<file path="config.mk">
export PLATFORM = sky130hd
export DESIGN_NAME = bbx_exec
export DESIGN_NICKNAME = d
export VERILOG_FILES = /design/src/include/bbx_pkg.sv /design/src/rtl/bbx_exec.sv
export VERILOG_INCLUDE_DIRS = /design/src /design/src/include
export SDC_FILE = /design/constraint.sdc
export NUM_CORES = 1
export LEC_CHECK = 0
export BUFFER_PORTS_ARGS = -buffer_cell sky130_fd_sc_hd__buf_2
export CORE_ASPECT_RATIO = 1.1
export CORE_MARGIN = 4
export CORE_UTILIZATION = 28
export DETAILED_ROUTE_END_ITERATION = 10
export GPL_TIMING_DRIVEN = 0
export PLACE_DENSITY = 0.47
export RECOVER_POWER = 25
export SYNTH_ARGS = -nofsm -noshare
export SYNTH_HDL_FRONTEND = slang
export SYNTH_SLANG_ARGS = --single-unit
export TNS_END_PERCENT = 5
</file>
<file path="constraint.sdc">
create_clock -name sys_clk_i -period 3.05 [get_ports sys_clk_i]
set_input_delay 0 -clock sys_clk_i [delete_from_list [all_inputs] [get_ports sys_clk_i]]
set_output_delay 0 -clock sys_clk_i [all_outputs]
set_load 0.02 [all_outputs]
</file>
<file path="src/include/bbx_defs.svh">
// Purpose: constants for the branch, bit and shift execute block
// Assumes: 8-bit data path, word-addressed program counter
// Notes:   offsets are byte addresses of the plain register port
`ifndef BBX_DEFS_SVH
`define BBX_DEFS_SVH

// widths
`define BBX_PC_W        11
`define BBX_DATA_W      8
`define BBX_IO_AW       5
`define BBX_IO_N        32
`define BBX_K_W         7
`define BBX_BUS_AW      8

// status flag positions
`define BBX_FLAG_C      3'h0
`define BBX_FLAG_Z      3'h1
`define BBX_FLAG_N      3'h2
`define BBX_FLAG_V      3'h3
`define BBX_FLAG_S      3'h4
`define BBX_FLAG_H      3'h5
`define BBX_FLAG_T      3'h6
`define BBX_FLAG_I      3'h7

// register port map
`define BBX_ADDR_IO_LAST 8'h1F
`define BBX_ADDR_STATUS  8'h20
`define BBX_ADDR_PC_LO   8'h21
`define BBX_ADDR_PC_HI   8'h22

// reset values
`define BBX_RST_STATUS  8'h00
`define BBX_RST_PC      11'h000
`define BBX_RST_IO      8'h00

// branch timing in cycles
`define BBX_BR_CYC_TAKEN 2'h2
`define BBX_BR_CYC_NOT   2'h1

`endif

</file>
<file path="src/include/bbx_pkg.sv">
// Purpose: types for the branch, bit and shift execute block
// Assumes: constants come from bbx_defs.svh
// Notes:   op codes are internal decode results
`include "bbx_defs.svh"

package bbx_pkg;

  typedef enum logic [4:0] {
    OP_NOP                  = 5'h00,
    OP_BRANCH_OVERFLOW_SET  = 5'h01,
    OP_BRANCH_OVERFLOW_CLR  = 5'h02,
    OP_BRANCH_IRQ_ENABLED   = 5'h03,
    OP_BRANCH_IRQ_DISABLED  = 5'h04,
    OP_IO_BIT_SET           = 5'h05,
    OP_IO_BIT_CLEAR         = 5'h06,
    OP_SHIFT_LEFT_LOGICAL   = 5'h07,
    OP_SHIFT_RIGHT_LOGICAL  = 5'h08,
    OP_ROTATE_LEFT_CARRY    = 5'h09,
    OP_ROTATE_RIGHT_CARRY   = 5'h0A,
    OP_FLAG_SET_GENERIC     = 5'h0B,
    OP_FLAG_CLEAR_GENERIC   = 5'h0C,
    OP_BIT_TO_TRANSFER_FLAG = 5'h0D,
    OP_TRANSFER_FLAG_TO_BIT = 5'h0E,
    OP_CARRY_SET            = 5'h0F,
    OP_CARRY_CLEAR          = 5'h10,
    OP_NEGATIVE_SET         = 5'h11,
    OP_ZERO_SET             = 5'h12
  } bbx_op_e;

  typedef struct packed {
    logic                       valid;
    bbx_op_e                    op;
    logic [`BBX_K_W-1:0]        k;
    logic [2:0]                 bsel;
    logic [`BBX_IO_AW-1:0]      io_addr;
    logic [`BBX_DATA_W-1:0]     rd_val;
  } bbx_instr_s;

  typedef struct packed {
    logic                       we;
    logic [`BBX_DATA_W-1:0]     data;
  } bbx_wb_s;

  typedef struct packed {
    logic                       wr;
    logic                       rd;
    logic [`BBX_BUS_AW-1:0]     addr;
    logic [`BBX_DATA_W-1:0]     wdata;
  } bbx_bus_s;

  typedef struct packed {
    logic [`BBX_PC_W-1:0]                   pc;
    logic [`BBX_DATA_W-1:0]                 status;
    logic [`BBX_IO_N-1:0][`BBX_DATA_W-1:0]  io;
    logic                                   stall;
    bbx_wb_s                                wb;
    logic [`BBX_DATA_W-1:0]                 rdata;
  } bbx_state_s;

endpackage

</file>
<file path="src/rtl/bbx_exec.sv">
// Purpose: execute stage for relative flag branches, io bit ops, shifts and flag ops
// Assumes: one decoded instruction per cycle on instr_i while ready_o is high
// Notes:   io registers, status and pc are also reachable over the register port
//
// The register offsets and the plain strobed port were left to the implementer.
`timescale 1ns/1ps
`include "bbx_defs.svh"

// Functional notes
// [RQ1] overflow set: branch to pc plus offset plus one, one or two cycles
// [RQ2] overflow clear: branch to pc plus offset plus one, else next instruction
// [RQ3] interrupts enabled: relative jump of offset plus one, else advance
// [RQ4] interrupts disabled: relative jump of offset plus one, else advance
// [RQ5] io bit set forces chosen io bit high, others kept
// [RQ6] io bit clear forces chosen io bit low, others kept
// [RQ7] logical left shift moves bits up, zero into bit zero
// [RQ8] logical right shift moves bits down, zero into bit seven
// [RQ9] rotate left: old carry into bit zero, bit seven becomes carry
// [RQ10] rotate right: old carry into bit seven, bit zero becomes carry
// [RQ11] generic flag set or clear touches only the selected status flag
// [RQ12] bit store copies chosen register bit into the transfer flag
// [RQ13] bit load copies transfer flag into chosen bit, others kept
// [RQ14] carry set and clear drive carry one or zero only
// [RQ15] negative set and zero set drive their flag to one
module bbx_exec (
  // clock and reset
  input  wire logic                      sys_clk_i,
  input  wire logic                      rst_n_i,
  // instruction in
  input  wire bbx_pkg::bbx_instr_s       instr_i,
  output logic                           ready_o,
  // register file write back
  output bbx_pkg::bbx_wb_s               wb_o,
  // core state
  output logic [`BBX_PC_W-1:0]           pc_o,
  output logic [`BBX_DATA_W-1:0]         status_o,
  // register port
  input  wire bbx_pkg::bbx_bus_s         bus_i,
  output logic [`BBX_DATA_W-1:0]         bus_rdata_o
);
  import bbx_pkg::*;

  bbx_state_s state_q;
  bbx_state_s state_d;

  // one-hot mask of a bit index
  function automatic logic [`BBX_DATA_W-1:0] bit_mask(input logic [2:0] idx);
    logic [`BBX_DATA_W-1:0] m;
    m = 8'h00;
    m[idx] = 1'b1;
    return m;
  endfunction

  // sign extend the branch offset to pc width
  function automatic logic [`BBX_PC_W-1:0] sext_k(input logic [`BBX_K_W-1:0] k);
    return {{(`BBX_PC_W-`BBX_K_W){k[`BBX_K_W-1]}}, k};
  endfunction

  // flags after a shift or rotate
  function automatic logic [`BBX_DATA_W-1:0] shift_flags(
    input logic [`BBX_DATA_W-1:0] sr,
    input logic [`BBX_DATA_W-1:0] res,
    input logic                   cout,
    input logic                   half,
    input logic                   upd_half
  );
    logic [`BBX_DATA_W-1:0] f;
    logic                   n;
    logic                   v;
    f = sr;
    n = res[`BBX_DATA_W-1];
    v = n ^ cout;
    f[`BBX_FLAG_C] = cout;
    f[`BBX_FLAG_Z] = (res == 8'h00);
    f[`BBX_FLAG_N] = n;
    f[`BBX_FLAG_V] = v;
    f[`BBX_FLAG_S] = n ^ v;
    if (upd_half) begin
      f[`BBX_FLAG_H] = half;
    end
    return f;
  endfunction

  // decoded register port reads
  logic [`BBX_DATA_W-1:0] io_rd_val;
  logic [`BBX_DATA_W-1:0] bus_rd_val;
  logic                   take_branch;
  logic [`BBX_PC_W-1:0]   pc_seq;
  logic [`BBX_PC_W-1:0]   pc_jump;
  logic [`BBX_DATA_W-1:0] shift_res;
  logic [`BBX_DATA_W-1:0] bmask;
  logic                   accept;

  assign io_rd_val = state_q.io[bus_i.addr[`BBX_IO_AW-1:0]];

  always_comb begin
    if (bus_i.addr <= `BBX_ADDR_IO_LAST) begin
      bus_rd_val = io_rd_val;
    end else if (bus_i.addr == `BBX_ADDR_STATUS) begin
      bus_rd_val = state_q.status;
    end else if (bus_i.addr == `BBX_ADDR_PC_LO) begin
      bus_rd_val = state_q.pc[7:0];
    end else if (bus_i.addr == `BBX_ADDR_PC_HI) begin
      bus_rd_val = {5'h00, state_q.pc[`BBX_PC_W-1:8]};
    end else begin
      bus_rd_val = 8'h00;
    end
  end

  // branch decision and targets
  assign accept  = instr_i.valid & ~state_q.stall;
  assign pc_seq  = state_q.pc + 11'h001;
  assign pc_jump = state_q.pc + sext_k(instr_i.k) + 11'h001;
  assign bmask   = bit_mask(instr_i.bsel);

  always_comb begin
    case (instr_i.op)
      OP_BRANCH_OVERFLOW_SET: begin
        take_branch = state_q.status[`BBX_FLAG_V];                 // [RQ1]
      end
      OP_BRANCH_OVERFLOW_CLR: begin
        take_branch = ~state_q.status[`BBX_FLAG_V];                // [RQ2]
      end
      OP_BRANCH_IRQ_ENABLED: begin
        take_branch = state_q.status[`BBX_FLAG_I];                 // [RQ3]
      end
      OP_BRANCH_IRQ_DISABLED: begin
        take_branch = ~state_q.status[`BBX_FLAG_I];                // [RQ4]
      end
      default: begin
        take_branch = 1'b0;
      end
    endcase
  end

  // shift and rotate results
  always_comb begin
    case (instr_i.op)
      OP_SHIFT_LEFT_LOGICAL: begin
        shift_res = {instr_i.rd_val[6:0], 1'b0};                   // [RQ7]
      end
      OP_SHIFT_RIGHT_LOGICAL: begin
        shift_res = {1'b0, instr_i.rd_val[7:1]};                   // [RQ8]
      end
      OP_ROTATE_LEFT_CARRY: begin
        shift_res = {instr_i.rd_val[6:0], state_q.status[`BBX_FLAG_C]}; // [RQ9]
      end
      OP_ROTATE_RIGHT_CARRY: begin
        shift_res = {state_q.status[`BBX_FLAG_C], instr_i.rd_val[7:1]}; // [RQ10]
      end
      default: begin
        shift_res = instr_i.rd_val;
      end
    endcase
  end

  // next state
  always_comb begin
    state_d       = state_q;
    state_d.wb.we = 1'b0;
    state_d.stall = 1'b0;

    // register port read data, valid the cycle after the strobe
    if (bus_i.rd) begin
      state_d.rdata = bus_rd_val;
    end

    // register port writes
    if (bus_i.wr) begin
      if (bus_i.addr <= `BBX_ADDR_IO_LAST) begin
        state_d.io[bus_i.addr[`BBX_IO_AW-1:0]] = bus_i.wdata;
      end else if (bus_i.addr == `BBX_ADDR_STATUS) begin
        state_d.status = bus_i.wdata;
      end else if (bus_i.addr == `BBX_ADDR_PC_LO) begin
        state_d.pc[7:0] = bus_i.wdata;
      end else if (bus_i.addr == `BBX_ADDR_PC_HI) begin
        state_d.pc[`BBX_PC_W-1:8] = bus_i.wdata[`BBX_PC_W-9:0];
      end
    end

    // instruction execution, wins over a same-cycle port write
    if (accept) begin
      state_d.pc = pc_seq;
      case (instr_i.op)
        OP_BRANCH_OVERFLOW_SET,
        OP_BRANCH_OVERFLOW_CLR,
        OP_BRANCH_IRQ_ENABLED,
        OP_BRANCH_IRQ_DISABLED: begin
          if (take_branch) begin
            state_d.pc    = pc_jump;                               // [RQ1] [RQ2] [RQ3] [RQ4]
            state_d.stall = 1'b1;                                  // [RQ1]
          end
        end
        OP_IO_BIT_SET: begin
          state_d.io[instr_i.io_addr] = state_q.io[instr_i.io_addr] | bmask;  // [RQ5]
        end
        OP_IO_BIT_CLEAR: begin
          state_d.io[instr_i.io_addr] = state_q.io[instr_i.io_addr] & ~bmask; // [RQ6]
        end
        OP_SHIFT_LEFT_LOGICAL: begin
          state_d.wb.we   = 1'b1;                                  // [RQ7]
          state_d.wb.data = shift_res;
          state_d.status  = shift_flags(state_q.status, shift_res,
                                        instr_i.rd_val[7], instr_i.rd_val[3], 1'b1);
        end
        OP_SHIFT_RIGHT_LOGICAL: begin
          state_d.wb.we   = 1'b1;                                  // [RQ8]
          state_d.wb.data = shift_res;
          state_d.status  = shift_flags(state_q.status, shift_res,
                                        instr_i.rd_val[0], 1'b0, 1'b0);
        end
        OP_ROTATE_LEFT_CARRY: begin
          state_d.wb.we   = 1'b1;                                  // [RQ9]
          state_d.wb.data = shift_res;
          state_d.status  = shift_flags(state_q.status, shift_res,
                                        instr_i.rd_val[7], instr_i.rd_val[3], 1'b1);
        end
        OP_ROTATE_RIGHT_CARRY: begin
          state_d.wb.we   = 1'b1;                                  // [RQ10]
          state_d.wb.data = shift_res;
          state_d.status  = shift_flags(state_q.status, shift_res,
                                        instr_i.rd_val[0], 1'b0, 1'b0);
        end
        OP_FLAG_SET_GENERIC: begin
          state_d.status = state_q.status | bmask;                 // [RQ11]
        end
        OP_FLAG_CLEAR_GENERIC: begin
          state_d.status = state_q.status & ~bmask;                // [RQ11]
        end
        OP_BIT_TO_TRANSFER_FLAG: begin
          state_d.status              = state_q.status;
          state_d.status[`BBX_FLAG_T] = instr_i.rd_val[instr_i.bsel]; // [RQ12]
        end
        OP_TRANSFER_FLAG_TO_BIT: begin
          state_d.wb.we   = 1'b1;                                  // [RQ13]
          state_d.wb.data = state_q.status[`BBX_FLAG_T] ? (instr_i.rd_val | bmask)
                                                        : (instr_i.rd_val & ~bmask);
        end
        OP_CARRY_SET: begin
          state_d.status = state_q.status | bit_mask(`BBX_FLAG_C);  // [RQ14]
        end
        OP_CARRY_CLEAR: begin
          state_d.status = state_q.status & ~bit_mask(`BBX_FLAG_C); // [RQ14]
        end
        OP_NEGATIVE_SET: begin
          state_d.status = state_q.status | bit_mask(`BBX_FLAG_N);  // [RQ15]
        end
        OP_ZERO_SET: begin
          state_d.status = state_q.status | bit_mask(`BBX_FLAG_Z);  // [RQ15]
        end
        default: begin
          state_d.pc = pc_seq;
        end
      endcase
    end
  end

  // state register
  always_ff @(posedge sys_clk_i or negedge rst_n_i) begin
    if (!rst_n_i) begin
      state_q.pc      <= `BBX_RST_PC;
      state_q.status  <= `BBX_RST_STATUS;
      state_q.io      <= '0;
      state_q.stall   <= 1'b0;
      state_q.wb      <= '0;
      state_q.rdata   <= 8'h00;
    end else begin
      state_q <= state_d;
    end
  end

  // outputs
  assign ready_o     = ~state_q.stall;                             // [RQ1]
  assign wb_o        = state_q.wb;
  assign pc_o        = state_q.pc;
  assign status_o    = state_q.status;
  assign bus_rdata_o = state_q.rdata;

endmodule // bbx_exec

</file>
# Yosys cells after proc, flatten, opt, wreduce, memory -nomap -nowiden
# Cells that the tools add are included.
[word_totals] ff_bits=293 inputBits=49 output_inout_bits=37 wordCells=161
[classes] add_sub_neg=3 n_lt_le_gt_ge=7 n_eq_ne=31 muxes=38 bitwise_logic=15 n_reduce_logical=22
[op_table] op="$bwmux 256" count=3
[op_table] op="$pmux 256 s2" count=1
[op_table] op="$mux 285" count=1
[op_table] op="$mux 275" count=1
[op_table] op="$mux 256" count=1
[op_table] op="$bmux 8 s5" count=2
[op_table] op="$demux 8 s5" count=2
[op_table] op="$mux 8" count=10
[op_table] op="$pmux 8 s9" count=1
[op_table] op="$eq 5x4->1 const B" count=8
[op_table] op="$mux 11" count=3
[op_table] op="$pmux 8 s4" count=1
[op_table] op="$and 8x8->8" count=3
[op_table] op="$eq 8x6->1 const B" count=3
[op_table] op="$or 8x8->8" count=3
[op_table] op="$add 11x1->11 const B" count=2
[op_table] op="$eq 5x3->1 const B" count=4
[op_table] op="$ne 2x2->1 const B" count=10
[op_table] op="$mux 19" count=1
[op_table] op="$pmux 9 s2" count=1
[op_table] op="$eq 5x5->1 const B" count=3
[op_table] op="$lt 5x6->1 const B" count=2
[op_table] op="$reduce_and 4->1" count=3
[op_table] op="$reduce_and 6->1" count=2
[op_table] op="other kinds (25)" count=45

# Depth between registers and ports, before layout
[logic_depth] depth_word=10 depth_mapped=11 ltp_nobuf=10

# Worst setup path after synthesis
# OpenSTA, ideal clock, no wires.
[synth_path] kind="flip-flop to flip-flop" startpoint="reg state_q, in the netlist pc_o[0]" endpoint="reg state_q, in the netlist pc_o[10]" setup_ns=0.136 arrival_ns=2.033 required_ns=2.914 setup_slack_ns=0.881 path_stages_with_launch=11 n_path_buf=0 period_less_slack_ns=2.169 cell_sequence="dfrtp_1 inv_1 ha_1 inv_1 fa_1 a211oi_1 o21ai_0 a21boi_0 a31oi_1 xnor2_1 o21ai_0"
[synth_between] elab_chain_len=5 word_cells_on_any_way=6 cone_classes="add/sub (3); mux (3)"
[synth_rtl] element="start: declaration" line="bbx_exec.sv:43" rtl="bbx_state_s state_q;"
[synth_rtl] element="start signal: assignment" line="bbx_exec.sv:268" rtl="state_q <= state_d;"
[synth_rtl] element="$add 11x11->11" line="bbx_exec.sv:113" rtl="assign pc_jump = state_q.pc + sext_k(instr_i.k) + 11'h001;"
[synth_rtl] element="$add 11x1->11" line="bbx_exec.sv:113"
[synth_rtl] element="$mux 11" line="bbx_exec.sv:189" rtl="if (take_branch) begin"
[synth_rtl] element="$mux 11 (*)" line="bbx_exec.sv:184" rtl="case (instr_i.op)"
[synth_rtl] element="$mux 285 (*)" line="bbx_exec.sv:182" rtl="if (accept) begin"
# Every way passes the cells marked *; elsewhere a longest branch is shown, timed or not.
# A chain may end at the register's enable or synchronous reset.

==> results summary <==
The number of global-route vias before repair was between 15000 and 20000. The effective utilization at floorplan is about 28%. The synthesized design contains 0 enable-type register cells. The power density normalized to cell area is approximately 510 nW/um^2.

Static timing analysis puts the maximum clock frequency at around 310 MHz. The die covers 74800 sq um. The placed instances occupy a cell area of ~21000 sq um. TritonCTS built the clock tree. The final period demand of the worst path is about 3.2 ns. The number of top-level pins is 86. The endpoint class of the critical path is a register.

In this run, placement finished with an instance count of between 2000 and 3000. For the worst-skew pair, the clock arrives at the later sink with an insertion delay of around 0.57 ns. The finished cells cover between 20000 and 25000 sq um. The cell sitting at the root of the clock tree is a sky130_fd_sc_hd__clkbuf_16. The post-CTS clock slew at the launch and capture registers of the worst setup and hold paths is 0.06 ns. The first-pass iteration count of the detailed router is 5.

The total count of hold-check failures in the final report came out at 0. The number of flip-flops and latches in the synthesized netlist came out at roughly 290. The total number of vias is around 18000. The floorplan has 101 rows. The synthesized netlist cell count came out at around 1900.

The overflow left after global routing is 0. The critical path in this run is classified as reg2reg. For the worst setup path, the data required time is ~3.5 ns. The flow ran to the end, but the final reports show violations.

The wire length of the first global-routing pass came out at 141000 microns. The HPWL reported at the end of detailed placement came out at between 70000 and 80000 microns. The placer congestion estimate is approximately 1.0. The die extent in x is ~260 microns.

The largest buffer count on any clock path is 3. The final number of setup-violating endpoints is 43. Of the available clock period, the critical path in the final layout requires 106%. The aggregate routed wire length is around 100000 microns. The cell taking the most area after synthesis is sky130_fd_sc_hd__dfrtp_1.

The count of warnings emitted by yosys is 0. After clock tree synthesis, the setup repair step added 0 buffers. The slew of the pin with the lowest slew margin came out at between 1.5 and 2 ns. The maximum number of pins on one net before global-route repair came out at 105. The worst setup skew after layout came out at between 0.02 and 0.025 ns. The completed layout was analyzed and its total power is around 0.012 W. The category of the worst setup path launch point is a register.

After synthesis, flip-flops and latches occupy roughly 37% of the total area. In the final layout, flip-flops and latches occupy about 7300 sq um. In this run the tightest slew margin relative to its limit is -1.48%. The setup slack of the most critical reg-to-reg path came out at -0.17 ns. The share of flip-flops with an asynchronous set or reset came out at 100%. In this run, CTS created clock tree buffers numbering 35. The routed wirelength normalized by instance count came out at between 30 and 40 microns. In this run the standard cell core region covers ~70000 sq um. Leaving out fill and tap cells, the most frequent cells in the layout are sky130_fd_sc_hd__mux2i_1 (345), sky130_fd_sc_hd__dfrtp_1 (293), sky130_fd_sc_hd__o22ai_1 (267). Leaving out fill and tap cells, the most frequent cell in the layout is sky130_fd_sc_hd__mux2i_1. The least setup slack across all paths after layout came out at -0.169 ns. The post-route netlist has 20.1% of its cells at a drive strength greater than 1. The static power due to leakage is about 9 nW. The distinct cell type count of the synthesized netlist came out at 83.

The multi-input gate area in the final layout is about 11000 sq um. Among all flip-flop cells after synthesis, the most frequent one is sky130_fd_sc_hd__dfrtp_1. The number of pins exceeding their max-slew limit in the final report came out at 76. The height of the die is around 290 microns. The tree built by TritonCTS fans out to a little under 300 sinks. The cell area after technology mapping came out at 19700 sq um. Max-cap violations in this run came to 1.

After synthesis, the mean cell area works out to roughly 10 sq um. The initial antenna violation count came out at 3. The clock tree synthesis step divided the H-tree into 2 levels. The endpoint arrival time on the critical path came out at 3.62 ns. The tightest min-delay check is of the in2reg type. The per-cell via count in the routed design came out at 6.24. The highest net fanout along the worst path is 10. The final reports fail on max-capacitance violations, max-slew violations, negative setup slack. By area the synthesized netlist is led by sky130_fd_sc_hd__dfrtp_1 (37%), sky130_fd_sc_hd__mux2i_1 (18%), sky130_fd_sc_hd__mux4_2 (10%). The layout filler cell count is 7202. The count of non-filler cells in the finished layout is between 2000 and 3000. The count of buffers added on input and output ports is 70. The residual DRC count came out at 0. The setup TNS came out at -2.79 ns.

Setup repair after global routing could not meet its margin everywhere. The number of nets in the finished design is between 2000 and 2500. The area growth from synthesis to layout is 15.3%.

Global routing consumed, over all layers together, 26.3% of the routing resources. In this run, the number of DRC markers left after iteration 0 of detailed routing was approximately 2300. After synthesis, the largest area contributor takes up a little under two fifths of total cell area. Once detail routing completed, the nets flagged for antenna violations numbered 0. The net count of the mapped netlist is around 2000. The worst voltage drop across the vdd grid came out at 0.290 mV.
## power by group
group / switching [W] / internal, W / leakage, nW
sequential: 0.000376 / 0.00419 / 3.98
combinational: 0.00149 / 0.000947 / 4.68
clock: 0.00182 / 0.00269 / 0.586
total: 0.00369 / 0.00782 / 9.25
## logic make-up after synthesis
family	synth area share (%)
compound gates	16.7
mux	29.1
simple gates	10.3
flops	37.1
buf+inv	5.26
xor+xnor	0.710
fa+ha+maj	0.799
## final timing paths
check                                  from           end  cells past startpoint
worst max-delay path            state_q[17]  state_q[252]                      6
worst min-delay path             instr_i[6]   status_o[2]                      4
max in group asynchronous           rst_n_i   status_o[3]                      4
min in group asynchronous           rst_n_i  state_q[199]                      2
worst max register to register  state_q[17]  state_q[252]                      6
worst min register to register      wb_o[0]       wb_o[0]                      1
## cells in the mapped netlist, drive strengths merged, types with 19 or more instances
library cell,instances
nand2b,20
mux2,19
mux4,92
o22ai,267
o21ai,73
nor3,41
a21oi,58
clkbuf,64
dfrtp,293
nand2,114
nand3,32
buf,116
mux2i,346
nor2,113
## flip-flops by register name, indices dropped and copies added (netlist names)
| register | count |
|---|---|
| status_o | 8 |
| wb_o | 9 |
| state_q | 257 |
| pc_o | 11 |
| bus_rdata_o | 8 |
## worst max-delay path: stages, from the launching register on
cell	delay, ns
sky130_fd_sc_hd__dfrtp_1	0.40
sky130_fd_sc_hd__nand2b_1	0.38
sky130_fd_sc_hd__buf_1	0.57
sky130_fd_sc_hd__nor2_4	0.56
sky130_fd_sc_hd__nand2_1	0.41
sky130_fd_sc_hd__nor2_2	0.55
sky130_fd_sc_hd__o22ai_1	0.18
## what timing repair did
action | 4_1_cts | 5_1_grt
endpoints found under the hold margin | 102 | 0
resized for setup | 21 | 14
hold buffers | 18 | 0
pin swaps | 1 | 0
endpoints found under the setup margin | 193 | 104
## metrics by stage
stage,setup WS (ns),util (%),hold slack (ns)
3_3_place_gp,-4.00,30.6,0.387
6_report,-0.169,32.8,0.0204
3_5_place_dp,-1.01,30.7,0.0817
5_1_grt,-0.138,32.8,0.0548
2_1_floorplan,0.881,-,-0.296
4_1_cts,0.000389,32.7,0.00733
## area by class of cell
| type | count | share of cell area (%) |
|---|---|---|
| timing repair buffer | 90 | 2.46 |
| multi-input combinational | 1391 | 50.4 |
| inverter | 18 | 0.297 |
| clock inverter | 6 | 0.478 |
| buffer | 180 | 4.30 |
| sequential | 293 | 32.2 |
| clock buffer | 55 | 4.76 |
| antenna | 1 | 0.0110 |
| tap | 927 | 5.09 |
## per-layer routing
metal | part of all wire (%) | up-vias | routed length, microns | GRT usage [%]
li1 | - | 7561 | - | -
met1 | 40 | 9481 | 40700 | 34.8
met2 | 44 | 1118 | 44600 | 39.9
met3 | 8.2 | 319 | 8280 | 4.71
met4 | 7.7 | 2 | 7810 | 16.0
met5 | 0.013 | - | 13 | 0
Note: power is estimated with default switching activity, not from simulation.
